--- config.mk ---
export PLATFORM = sky130hd
export DESIGN_NAME = fwsc_top
export DESIGN_NICKNAME = d
export VERILOG_FILES = /design/src/fwsc_pkg.sv /design/src/fwsc_flash_if.sv /design/src/fwsc_top.sv /design/src/fwsc_post_queue.sv
export VERILOG_INCLUDE_DIRS = /design/src
export SDC_FILE = /design/constraint.sdc
export NUM_CORES = 1
export LEC_CHECK = 0
export BUFFER_PORTS_ARGS = -buffer_cell sky130_fd_sc_hd__buf_2
export CORE_MARGIN = 2
export CORE_UTILIZATION = 55
export DETAILED_ROUTE_END_ITERATION = 8
export PLACE_DENSITY_LB_ADDON = 0.25
export SLEW_MARGIN = 20
export SYNTH_ARGS = -nofsm -noshare
export SYNTH_HDL_FRONTEND = slang
export SYNTH_HIERARCHICAL = 1
export SYNTH_SLANG_ARGS = --single-unit
--- constraint.sdc ---
create_clock -name clock -period 6.17 [get_ports clock]
set_input_delay 0.9255 -clock clock [delete_from_list [all_inputs] [get_ports clock]]
set_output_delay 0.9255 -clock clock [all_outputs]
set_load 0.02 [all_outputs]
--- src/fwsc_map.svh ---
`ifndef FWSC_MAP_SVH
`define FWSC_MAP_SVH

`define FWSC_SFR_CTRL    8'hB2
`define FWSC_SFR_ERASE   8'h94
`define FWSC_SFR_PAGE    8'hB7
`define FWSC_IO_SEC      16'h2702

`define FWSC_B_PWE       0
`define FWSC_B_MEEN      1
`define FWSC_B_PSTWR     2
`define FWSC_B_PEND      3
`define FWSC_PAGE_HI     7
`define FWSC_PAGE_LO     2
`define FWSC_KEY_HI      7
`define FWSC_KEY_LO      4
`define FWSC_B_RDE       2
`define FWSC_B_WRE       1

`define FWSC_KEY_OPEN    4'h2
`define FWSC_ERASE_PAGE  8'h55
`define FWSC_ERASE_MASS  8'hAA

`define FWSC_RST_BIT     1'h0
`define FWSC_RST_KEY     4'h0
`define FWSC_RST_BYTE    8'h00

`endif

--- src/fwsc_pkg.sv ---
package fwsc_pkg;
  typedef enum logic [0:0] {
    Q_EMPTY = 1'h0,
    Q_HELD  = 1'h1
  } fwsc_q_e;
endpackage

--- src/fwsc_flash_if.sv ---
interface fwsc_flash_if #(parameter int ADDR_W = 16);
  logic              reqValid;
  logic [ADDR_W-1:0] reqAddr;
  logic [7:0]        reqData;
  logic              postMode;
  logic              ceBusy;
  logic              pending;
  logic              wrStb;
  logic [ADDR_W-1:0] wrAddr;
  logic [7:0]        wrData;
  modport ctrl  (output reqValid, reqAddr, reqData, postMode, ceBusy,
                 input  pending, wrStb, wrAddr, wrData);
  modport queue (input  reqValid, reqAddr, reqData, postMode, ceBusy,
                 output pending, wrStb, wrAddr, wrData);
endinterface

--- src/fwsc_top.sv ---
`include "fwsc_map.svh"
module fwsc_top #(
  parameter int ADDR_W = 16,
  parameter int PAGE_W = 6
) (
  input  wire logic              clock,             // System clock, 100 MHz.
  input  wire logic              rst_b,             // Asynchronous reset, active low.
  input  wire logic              sfrWr,             // Special function register write strobe.
  input  wire logic              sfrRd,             // Special function register read strobe.
  input  wire logic [7:0]        sfrAddr,           // Special function register address.
  input  wire logic [7:0]        sfrWdata,          // Special function register write data.
  output logic      [7:0]        sfrRdata,          // Read data, valid the cycle after sfrRd.
  input  wire logic              ioWr,              // I/O RAM write strobe.
  input  wire logic              ioRd,              // I/O RAM read strobe.
  input  wire logic [15:0]       ioAddr,            // I/O RAM address.
  input  wire logic [7:0]        ioWdata,           // I/O RAM write data.
  output logic      [7:0]        ioRdata,           // Read data, valid the cycle after ioRd.
  input  wire logic              intEnable,         // Global MPU interrupt enable.
  input  wire logic              movxWr,            // External move store of the accumulator.
  input  wire logic [ADDR_W-1:0] movxAddr,          // Data pointer of that store.
  input  wire logic [7:0]        movxData,          // Accumulator value of that store.
  output logic                   xramWr,            // External RAM write strobe.
  output logic      [ADDR_W-1:0] xramAddr,          // External RAM write address.
  output logic      [7:0]        xramData,          // External RAM write data.
  input  wire logic              securityLock,      // Flash security lock.
  input  wire logic              ceEnable,          // Compute engine enabled.
  input  wire logic              ceBusy,            // Compute engine busy.
  input  wire logic              debugPortEn,       // Debug port enabled.
  output logic                   extReadPermitted,  // Debug or SPI port may read flash.
  output logic                   extWritePermitted, // Debug or SPI port may write flash.
  output logic                   flashWrStb,        // Program one flash byte.
  output logic      [ADDR_W-1:0] flashWrAddr,       // Flash byte address.
  output logic      [7:0]        flashWrData,       // Flash byte value.
  output logic                   pageEraseStb,      // Start a page erase.
  output logic      [PAGE_W-1:0] pageEraseSel,      // Page to erase.
  output logic                   massEraseStb       // Start a mass erase.
);
  logic              pweReg, pweNext, meenReg, meenNext, pstwrReg, pageArmReg, pageArmNext;
  logic [3:0]        keyReg;
  logic [PAGE_W-1:0] pageSelReg;
  logic              pageStbReg, massStbReg, xramWrReg;
  logic [ADDR_W-1:0] xramAddrReg;
  logic [7:0]        xramDataReg, sfrRdReg, ioRdReg;

  fwsc_flash_if #(.ADDR_W(ADDR_W)) fq ();

  function automatic logic sfrHit(input logic stb, input logic [7:0] a, input logic [7:0] ofs);
    sfrHit = stb && (a == ofs);
  endfunction

  wire ctrlWr   = sfrHit(sfrWr, sfrAddr, `FWSC_SFR_CTRL);
  wire eraseWr  = sfrHit(sfrWr, sfrAddr, `FWSC_SFR_ERASE);
  wire pageWr   = sfrHit(sfrWr, sfrAddr, `FWSC_SFR_PAGE);
  wire keyWr    = ioWr && (ioAddr == `FWSC_IO_SEC);
  wire keyOk    = (keyReg == `FWSC_KEY_OPEN);
  wire storeHit = movxWr && pweReg;
  // Mass erase needs the arm bit, page erase a page write; a rejected erase write leaves either arm set for a later attempt.
  wire massGo   = eraseWr && (sfrWdata == `FWSC_ERASE_MASS) && keyOk
                  && meenReg && debugPortEn;
  wire pageGo   = eraseWr && (sfrWdata == `FWSC_ERASE_PAGE) && keyOk && pageArmReg;

  // The byte-store clear takes priority, so a bit write in the same cycle cannot re-arm.
  assign pweNext     = storeHit ? 1'h0 :
                       (ctrlWr && !intEnable) ? sfrWdata[`FWSC_B_PWE] : pweReg;
  assign meenNext    = massGo ? 1'h0 : ctrlWr ? sfrWdata[`FWSC_B_MEEN] : meenReg;
  assign pageArmNext = pageWr ? 1'h1 : pageGo ? 1'h0 : pageArmReg;

  assign fq.reqValid = storeHit && keyOk;
  assign fq.reqAddr  = movxAddr;
  assign fq.reqData  = movxData;
  assign fq.postMode = pstwrReg && ceEnable;
  assign fq.ceBusy   = ceBusy;

  fwsc_post_queue #(.ADDR_W(ADDR_W)) u_queue (
    .clock (clock),
    .rst_b (rst_b),
    .fq    (fq)
  );

  // The read views are built from named bit positions, so the map lives in one header.
  logic [7:0]        ctrlView, secView;

  always_comb begin
    ctrlView                = `FWSC_RST_BYTE;
    ctrlView[`FWSC_B_PWE]   = pweReg;
    ctrlView[`FWSC_B_PSTWR] = pstwrReg;
    ctrlView[`FWSC_B_PEND]  = fq.pending;
  end

  always_comb begin
    secView                            = `FWSC_RST_BYTE;
    secView[`FWSC_KEY_HI:`FWSC_KEY_LO] = keyReg;
    secView[`FWSC_B_RDE]               = extReadPermitted;
    secView[`FWSC_B_WRE]               = extWritePermitted;
  end

  wire [7:0] sfrView = (sfrAddr == `FWSC_SFR_CTRL) ? ctrlView : `FWSC_RST_BYTE;
  wire [7:0] ioView  = (ioAddr == `FWSC_IO_SEC) ? secView : `FWSC_RST_BYTE;

  always_ff @(posedge clock or negedge rst_b) begin
    if (!rst_b) begin
      pweReg     <= `FWSC_RST_BIT;
      meenReg    <= `FWSC_RST_BIT;
      pageArmReg <= `FWSC_RST_BIT;
    end else begin
      pweReg     <= pweNext;
      meenReg    <= meenNext;
      pageArmReg <= pageArmNext;
    end
  end

  always_ff @(posedge clock or negedge rst_b) begin
    if (!rst_b) begin
      pstwrReg   <= `FWSC_RST_BIT;
      keyReg     <= `FWSC_RST_KEY;
      pageSelReg <= '0;
    end else begin
      if (ctrlWr) pstwrReg <= sfrWdata[`FWSC_B_PSTWR];
      if (keyWr) keyReg <= ioWdata[`FWSC_KEY_HI:`FWSC_KEY_LO];
      if (pageWr) pageSelReg <= sfrWdata[`FWSC_PAGE_HI:`FWSC_PAGE_LO];
    end
  end

  // Erase strobes are registered, so each accepted pattern write gives exactly one pulse.
  always_ff @(posedge clock or negedge rst_b) begin
    if (!rst_b) begin
      pageStbReg <= `FWSC_RST_BIT;
      massStbReg <= `FWSC_RST_BIT;
    end else begin
      pageStbReg <= pageGo;
      massStbReg <= massGo;
    end
  end

  always_ff @(posedge clock or negedge rst_b) begin
    if (!rst_b) begin
      xramWrReg   <= `FWSC_RST_BIT;
      xramAddrReg <= '0;
      xramDataReg <= `FWSC_RST_BYTE;
    end else begin
      xramWrReg <= movxWr && !pweReg;
      if (movxWr && !pweReg) begin
        xramAddrReg <= movxAddr;
        xramDataReg <= movxData;
      end
    end
  end

  // Reads have no side effects; the view is captured once per strobe and then held.
  always_ff @(posedge clock or negedge rst_b) begin
    if (!rst_b) begin
      sfrRdReg <= `FWSC_RST_BYTE;
      ioRdReg  <= `FWSC_RST_BYTE;
    end else begin
      if (sfrRd) sfrRdReg <= sfrView;
      if (ioRd) ioRdReg <= ioView;
    end
  end

  assign extReadPermitted  = !securityLock;
  // Port writes also need the open key, so an unkeyed part refuses external programming.
  assign extWritePermitted = !securityLock && keyOk;
  assign sfrRdata     = sfrRdReg;
  assign ioRdata      = ioRdReg;
  assign xramWr       = xramWrReg;
  assign xramAddr     = xramAddrReg;
  assign xramData     = xramDataReg;
  assign flashWrStb   = fq.wrStb;
  assign flashWrAddr  = fq.wrAddr;
  assign flashWrData  = fq.wrData;
  assign pageEraseStb = pageStbReg;
  assign pageEraseSel = pageSelReg;
  assign massEraseStb = massStbReg;
endmodule

--- src/fwsc_post_queue.sv ---
`include "fwsc_map.svh"
module fwsc_post_queue #(
  parameter int ADDR_W = 16
) (
  input  wire logic   clock,   // System clock.
  input  wire logic   rst_b,   // Asynchronous reset, active low.
  fwsc_flash_if.queue fq       // Write requests in, flash strobes out.
);
  fwsc_pkg::fwsc_q_e stateReg, stateNext;
  logic              busyPrevReg;
  logic              wrStbReg;
  logic [ADDR_W-1:0] wrAddrReg, holdAddrReg;
  logic [7:0]        wrDataReg, holdDataReg;

  wire held       = (stateReg == fwsc_pkg::Q_HELD);
  wire busyFell   = busyPrevReg && !fq.ceBusy;
  wire acceptNow  = fq.reqValid && !held && !fq.postMode;
  wire acceptPost = fq.reqValid && !held && fq.postMode;
  // Dropping out of posted mode flushes the held byte rather than stranding it.
  wire fire       = held && (busyFell || !fq.postMode);

  always_comb begin
    unique case (stateReg)
      fwsc_pkg::Q_EMPTY: stateNext = acceptPost ? fwsc_pkg::Q_HELD : fwsc_pkg::Q_EMPTY;
      fwsc_pkg::Q_HELD:  stateNext = fire ? fwsc_pkg::Q_EMPTY : fwsc_pkg::Q_HELD;
    endcase
  end

  always_ff @(posedge clock or negedge rst_b) begin
    if (!rst_b) begin
      stateReg    <= fwsc_pkg::Q_EMPTY;
      busyPrevReg <= `FWSC_RST_BIT;
      wrStbReg    <= `FWSC_RST_BIT;
      wrAddrReg   <= '0;
      wrDataReg   <= `FWSC_RST_BYTE;
      holdAddrReg <= '0;
      holdDataReg <= `FWSC_RST_BYTE;
    end else begin
      stateReg    <= stateNext;
      busyPrevReg <= fq.ceBusy;
      wrStbReg    <= acceptNow || fire;
      if (fire) begin
        wrAddrReg <= holdAddrReg;
        wrDataReg <= holdDataReg;
      end else if (acceptNow) begin
        wrAddrReg <= fq.reqAddr;
        wrDataReg <= fq.reqData;
      end
      if (acceptPost) begin
        holdAddrReg <= fq.reqAddr;
        holdDataReg <= fq.reqData;
      end
    end
  end

  assign fq.pending = held;
  assign fq.wrStb   = wrStbReg;
  assign fq.wrAddr  = wrAddrReg;
  assign fq.wrData  = wrDataReg;
endmodule

==> flow_metrics.py, run 1 <==
metrics = {
    "global_route": {
        "grt_max_degree": 68,
        "grt_pass1_wl_mm": 16.8,
        "first_global_vias": 3531,
        "grt-ovfl-total": 0,
        "grt_use_total": 0.217,
        "antenna_found_initial": 0,
    },
    "synth": {
        "synthesis.area_sq_um": 4770,
        "synthCells": 374,
        "synth_edf_count": 0,
        "synthArstFlopShare": 1.00,
        "yosys.area.top_type": "dfrtp_1",
        "syn_area_per_cell_sq_um": 12.8,
        "ys_seq_elements": 101,
        "ys_top_cells_by_area": "dfrtp_1, mux2_2, mux2_4, o22a_1, a21boi_0",
        "synth_warnings": 6,
        "synth_top_cell_area_share": 0.529,
        "synthFlopType": "dfrtp_1",
        "yosysMostFrequentCell": "dfrtp_1",
        "ys_types": 38,
        "ys_seq_area_frac": 0.529,
        "synth_common_cells": "dfrtp_1, mux2_2, nand2_1",
    },
    "sta": {
        "max_freq_mhz": 373,
        "final.period_utilization": 0.435,
        "period_needed_ps": 2680,
        "rsz0062_at_grt": "false",
        "layout_setup_ws_ps": 3490,
        "slew_viol_final": 0,
        "clock_skew_ps": 7.54,
        "tightest_slew_ps": 1030,
        "setup_violations": 0,
        "finalHoldViolations": 0,
        "tns_ps": 0,
        "slew-limit-headroom": 0.308,
    },
    "power_and_ir_drop": {
        "power_density_nw_per_um2": 217,
        "p_leak_nw": 2.90,
        "seq_power_share": 0.560,
        "pwr-share-clk": 0.337,
        "swShare": 0.247,
        "p_total_mw": 1.23,
        "comb_power_share": 0.103,
        "irDropWorstVdd_v": 0.000132,
        "power.net_switching_mw": 0.303,
        "internal-power_mw": 0.927,
    },
    "layout": {
        "area_growth_pct": 18.8,
        "nNetsFinal": 578,
        "finalInstanceArea_sq_um": 5670,
        "layout-drive-gt1-share": 0.481,
        "diodes": 0,
        "fillers": 647,
        "instances_no_fill": 612,
    },
    "die": {
        "ios": 152,
        "die_x_microns": 97.2,
        "dieArea_sq_um": 9440,
        "start_util": 0.575,
        "placeableCoreArea_sq_um": 8300,
        "die_h_microns": 97.2,
        "rows": 33,
    },
    "detailed_routing": {
        "firstDrtPassIters": 4,
        "viasPerCell": 5.59,
        "drc": 0,
        "wl_per_cell_microns": 16.3,
        "drt_wl_total_mm": 10.0,
        "vias": 3419,
        "postRouteAntennaNets": 0,
        "drt_iter0_markers": 106,
    },
    "worst_setup_path": {
        "worstPathCellList": "buf_2 -> and2_2 -> nand2b_4 -> mux2_2 -> o22a_1",
        "slowest_delay_ps": 700,
        "cp.arrival_ps": 2920,
        "cp.required_ps": 6410,
        "crit_fanout": 51,
        "critical_path.startpoint_type": "input pin",
        "crit_slowest_cell": "and2_2",
        "worst_r2r_path_depth": 5,
        "endpoint_kind": "register",
        "crit_type": "in2reg",
    },
    "clock_tree": {
        "ctsHoldBuffers": 0,
        "clk_latency_ps": 350,
        "cts_made_buffers": 9,
        "cts_buffer_depth": 2,
        "cts_setup_buffers": 0,
        "cts.reportedPaths.clkPinSlew_ps": 90,
        "htree_levels": 3,
        "cts_tree": "done",
        "clock-root-buffer": "clkbuf_8",
        "cts_resized": 0,
        "clock-sinks": 101,
    },
    "place": {
        "pre_cts_slack_ps": 3140,
        "place_congestion": 0.803,
        "port_buffers": 140,
        "dp_hpwl_mm": 6.79,
        "place_inst": 596,
        "place_area_sq_um": 5480,
    },
    "min_path": {
        "min_path_type": "reg2reg",
        "hold_path_depth": 1,
    },
    "flow_run": {
        "cap_violations": 0,
    },
    "run_status": {
        "status": "completed",
    },
}
kinds of logic after synthesis:
kind of cell,after synthesis,synth area share
mux,85,0.215
flops,101,0.529
simple gates,64,0.0820
buf+inv,38,0.0438
compound gates,85,0.129
other cells,1,0.000786
layout by cell type (no fill, tap or decap), types with 2 or more instances in the layout:
master | netlist | layout
a21boi_0 | 24 | 24
dfrtp_1 | 101 | 101
nor2_1 | 5 | 5
and4_1 | 4 | 4
conb_1 | 1 | 7
nand4b_1 | 2 | 2
mux2i_1 | 2 | 2
nand2_1 | 29 | 29
a22o_1 | 8 | 8
mux2_1 | 6 | 6
and2_1 | 3 | 2
o21ai_0 | 25 | 25
clkbuf_8 | 0 | 10
mux2_2 | 58 | 58
o22a_1 | 24 | 24
nor4bb_1 | 6 | 6
buf_2 | 8 | 139
nor3_1 | 2 | 2
mux2_4 | 19 | 19
buf_4 | 7 | 5
clkbuf_1 | 14 | 2
clkinv_2 | 0 | 2
inv_1 | 5 | 5
nor2b_2 | 0 | 2
critical path: cells and delay by family:
family / cells / cell delay (ps)
buffers and inverters: 1 / 70
AO/OA/AOI/OAI: 1 / 200
multiplexers: 1 / 400
AND/OR/NAND/NOR: 2 / 1320
per-stage QoR:
| stage | hold WS (ps) | util |
|---|---|---|
| 3_3_place_gp | 464 | 0.660 |
| 4_1_cts | 499 | 0.683 |
| 2_1_floorplan | 454 | - |
| 3_5_place_dp | 477 | 0.660 |
| 5_1_grt | 519 | 0.683 |
| 6_report | 493 | 0.683 |
area by class of cell:
type                    instances  area (sq um)  share of cell area
clock buffers                  12           145              0.0256
clock inverters                 4          47.5             0.00839
inverters                       5          18.8             0.00331
multi-input cells             241          2070               0.364
flip-flops and latches        101          2530               0.446
well taps                     105           131              0.0232
repair buffers                144           733               0.129
routing by layer:
| layer | routed length (microns) | share of wire | GRT usage |
|---|---|---|---|
| met5 | 0 | 0 | 0 |
| met4 | 152 | 0.015 | 0.0758 |
| met3 | 455 | 0.045 | 0.0410 |
| met2 | 4980 | 0.50 | 0.371 |
| met1 | 4420 | 0.44 | 0.278 |
final timing paths:
path / start / to / slack, ps
max reg2reg: keyReg[3]$_DFFE_PN0P_ / u_queue/holdDataReg[4]$_DFFE_PN0P_ / 3670
min reg2reg: pageEraseSel[5]$_DFFE_PN0P_ / pageEraseSel[5]$_DFFE_PN0P_ / 490
min in group asynchronous: rst_b / ioRdata[1]$_DFFE_PN0P_ / 510
min: pageEraseSel[5]$_DFFE_PN0P_ / pageEraseSel[5]$_DFFE_PN0P_ / 490
max: ceEnable / u_queue/fq.wrAddr[0]$_DFFE_PN0P_ / 3490
max in group asynchronous: rst_b / u_queue/fq.wrAddr[0]$_DFFE_PN0P_ / 4470
registers in the layout, summed over array words and instances, names as in the netlist, 3 cells and up:
name and cells:
u_queue/fq.wrAddr 16, u_queue/holdAddrReg 16, xramAddr 16, u_queue/fq.wrData 8, u_queue/holdDataReg 8, xramData 8, ioRdata 6, pageEraseSel 6
keyReg 4, sfrRdata 3
power groups by stage:
stage	clock network, mW	logic [mW]	registers (mW)
6_report	0.415	0.127	0.689
4_1_cts	0.425	0.129	0.689
2_1_floorplan	0	0.0401	0.725
3_3_place_gp	0	0.126	0.701
5_1_grt	0.455	0.139	0.692
3_5_place_dp	0	0.129	0.702
Note: power is estimated with default switching activity, not from simulation.
==> run 2: changes to the inputs <==
--- a/config.mk
+++ b/config.mk
@@ -6,9 +6,10 @@
 export SDC_FILE = /design/constraint.sdc
 export NUM_CORES = 1
 export LEC_CHECK = 0
+export ABC_AREA = 1
 export BUFFER_PORTS_ARGS = -buffer_cell sky130_fd_sc_hd__buf_2
 export CORE_MARGIN = 2
-export CORE_UTILIZATION = 55
+export CORE_UTILIZATION = 46
 export DETAILED_ROUTE_END_ITERATION = 8
 export PLACE_DENSITY_LB_ADDON = 0.25
 export SLEW_MARGIN = 20
==> constraint.sdc (replaced) <==
create_clock -name clock -period 2.2 [get_ports clock]
set_input_delay 0.33 -clock clock [delete_from_list [all_inputs] [get_ports clock]]
set_output_delay 0.33 -clock clock [all_outputs]
set_load 0.02 [all_outputs]
==> run 2 against run 1 <==
  * Non-clock buffer count up 7
  * Count of clock-buffer cells in the layout fell by 2
  * Synthesized cell count grew 56%
  * Critical path depth grew 1
  * Worst hold slack lost 400 ps
  * Setup slack got worse by 3200 ps
  * Cell count grew 40%
  * Sequential share of layout area down 0.52 points
==> flow_metrics.py, run 2 <==
metrics = {
    "layout": {
        "area_growth_pct": 20.6,
        "instances_no_fill": 857,
        "final_common_cell": "nand2_1",
        "fillers": 1001,
        "final_core_util": 0.563,
        "finalInstanceArea_sq_um": 5740,
        "layout_common_cells": "nand2_1, buf_2, dfrtp_1",
        "nNetsFinal": 793,
        "layout-drive-gt1-share": 0.270,
        "diodes": 0,
    },
    "synth": {
        "synth_fa_ha_area_frac": 0,
        "yosysMostFrequentCell": "nand2_1",
        "synthesis.area_sq_um": 4760,
        "ys_seq_elements": 101,
        "ys_types": 25,
        "synthArstFlopShare": 1.00,
        "synth_edf_count": 0,
        "synthMuxAreaShare": 0,
        "synth_compound_gate_area_share": 0.0458,
        "synth_common_cells": "nand2_1, dfrtp_1, nand3_1",
        "ys_seq_area_frac": 0.531,
        "synth_top_cell_area_share": 0.531,
        "synth_xor_area_frac": 0,
        "synthCells": 585,
        "synth_warnings": 6,
        "ys_top_cells_by_area": "dfrtp_1, nand2_1, nand3_1, inv_1, nand4_1",
        "synthFlopType": "dfrtp_1",
        "yosys.area.top_type": "dfrtp_1",
        "yosys.area_share.simple": 0.330,
        "synth_top_family_by_area": "simple AND/OR/NAND/NOR gates",
        "syn_area_per_cell_sq_um": 8.13,
    },
    "worst_setup_path": {
        "cp.arrival_ps": 2160,
        "worst_r2r_path_depth": 6,
        "critical_path.startpoint_type": "register",
        "endpoint_kind": "register",
        "cp.required_ps": 2450,
        "crit_fanout": 25,
        "crit_type": "reg2reg",
    },
    "global_route": {
        "grt_pass1_wl_mm": 19.3,
        "busiest_layer": "met2",
        "antenna_found_initial": 1,
        "first_global_vias": 4016,
        "grt_use_met3": 0.0563,
        "gr-usage-met2": 0.343,
        "use_met1": 0.288,
        "grt_use_total": 0.214,
        "grt_max_degree": 50,
        "grt-ovfl-total": 0,
    },
    "sta": {
        "tightest_slew_ps": 514,
        "slew-limit-headroom": 0.657,
        "setup_violations": 0,
        "rsz0062_at_grt": "false",
        "layout_setup_ws_ps": 292,
        "slew_viol_final": 0,
        "period_needed_ps": 1910,
        "clock_skew_ps": 11.9,
        "finalHoldViolations": 0,
        "max_freq_mhz": 524,
        "tns_ps": 0,
        "timing.hold.ws_ps": 90.8,
        "final.period_utilization": 0.867,
    },
    "detailed_routing": {
        "firstDrtPassIters": 5,
        "drc": 0,
        "postRouteAntennaNets": 0,
        "drt_iter0_markers": 322,
        "drt_wl_total_mm": 11.4,
        "viasPerCell": 4.91,
        "vias": 4208,
        "wl_per_cell_microns": 13.3,
    },
    "clock_tree": {
        "cts_buffer_depth": 2,
        "cts_made_buffers": 9,
        "cts.reportedPaths.clkPinSlew_ps": 100,
        "clk_latency_ps": 360,
        "clock-root-buffer": "clkbuf_8",
        "cts_resized": 0,
        "cts_setup_buffers": 0,
        "htree_levels": 3,
        "ctsHoldBuffers": 1,
        "clock-sinks": 101,
        "cts_tree": "done",
    },
    "place": {
        "place_area_sq_um": 5530,
        "place_congestion": 0.805,
        "place_inst": 841,
        "dp_hpwl_mm": 8.08,
        "pre_cts_slack_ps": 308,
        "port_buffers": 140,
    },
    "die": {
        "dieArea_sq_um": 11200,
        "start_util": 0.467,
        "die_h_microns": 106,
        "rows": 37,
        "ios": 152,
        "placeableCoreArea_sq_um": 10200,
        "die_x_microns": 106,
    },
    "power_and_ir_drop": {
        "irDropWorstVdd_v": 0.000403,
        "p_total_mw": 3.48,
        "p_leak_nw": 3.36,
        "power_density_nw_per_um2": 606,
    },
    "flow_run": {
        "cap_violations": 0,
    },
    "min_path": {
        "min_path_type": "in2reg",
        "hold_path_depth": 1,
    },
    "run_status": {
        "status": "completed",
    },
}
run 2: changes by cell type after synthesis, moves of 21 or more:
| cell | before | now |
|---|---|---|
| nand3_1 | 1 | 60 |
| nand2_1 | 29 | 196 |
| a21oi_1 | 0 | 24 |
| mux2_2 | 58 | 0 |
| inv_1 | 5 | 52 |
| o21ai_0 | 25 | 4 |
| nor2_1 | 5 | 46 |
| nand4_1 | 0 | 28 |
| a21boi_0 | 24 | 0 |
| o22a_1 | 24 | 0 |
run 2: path summary, 6_finish.rpt:
check                                   startpoint                                  to  slack [ps]
min reg2reg                xramAddr[2]$_DFFE_PN0P_             xramAddr[2]$_DFFE_PN0P_         480
min                                         ceBusy       u_queue/busyPrevReg$_DFF_PN0_          90
max in group asynchronous                    rst_b  u_queue/holdAddrReg[6]$_DFFE_PN0P_        1080
max reg2reg                  keyReg[3]$_DFFE_PN0P_    u_queue/fq.wrAddr[8]$_DFFE_PN0P_         290
min in group asynchronous                    rst_b    u_queue/fq.wrData[4]$_DFFE_PN0P_         460
max                          keyReg[3]$_DFFE_PN0P_    u_queue/fq.wrAddr[8]$_DFFE_PN0P_         290
run 2: where the power goes:
part	switching (mW)	internal (mW)	leakage [nW]
clock network	0.627	0.555	0.0987
logic	0.242	0.122	2.03
registers	0.0252	1.90	1.24
total	0.894	2.58	3.36
run 2: layout make-up:
cell class,instances,area [sq um],share of cell area
Sequential cell,101,2530,0.441
Multi-Input combinational cell,398,1810,0.316
Timing Repair Buffer,151,813,0.142
Inverter,56,213,0.0371
Tap cell,136,170,0.0297
Clock buffer,10,138,0.0240
Clock inverter,5,60.1,0.0105
run 2: cell families after synthesis:
family	count (synthesis)
simple gates	352
buf+inv	92
compound gates	39
flops	101
other cells	1
run 2: routing by layer:
| metal | up-vias | part of all wire |
|---|---|---|
| met2 | 160 | 0.49 |
| met5 | - | 0 |
| met4 | 0 | 0.010 |
| met1 | 1950 | 0.42 |
| met3 | 6 | 0.084 |
| li1 | 2092 | - |
run 2: critical path, stage by stage, from the launching register on:
cell and delay (ps):
dfrtp_1 410, nor2_1 130, nand3b_1 200, nor2_2 260, nand3_2 450, nand3_1 250, nand2_1 80
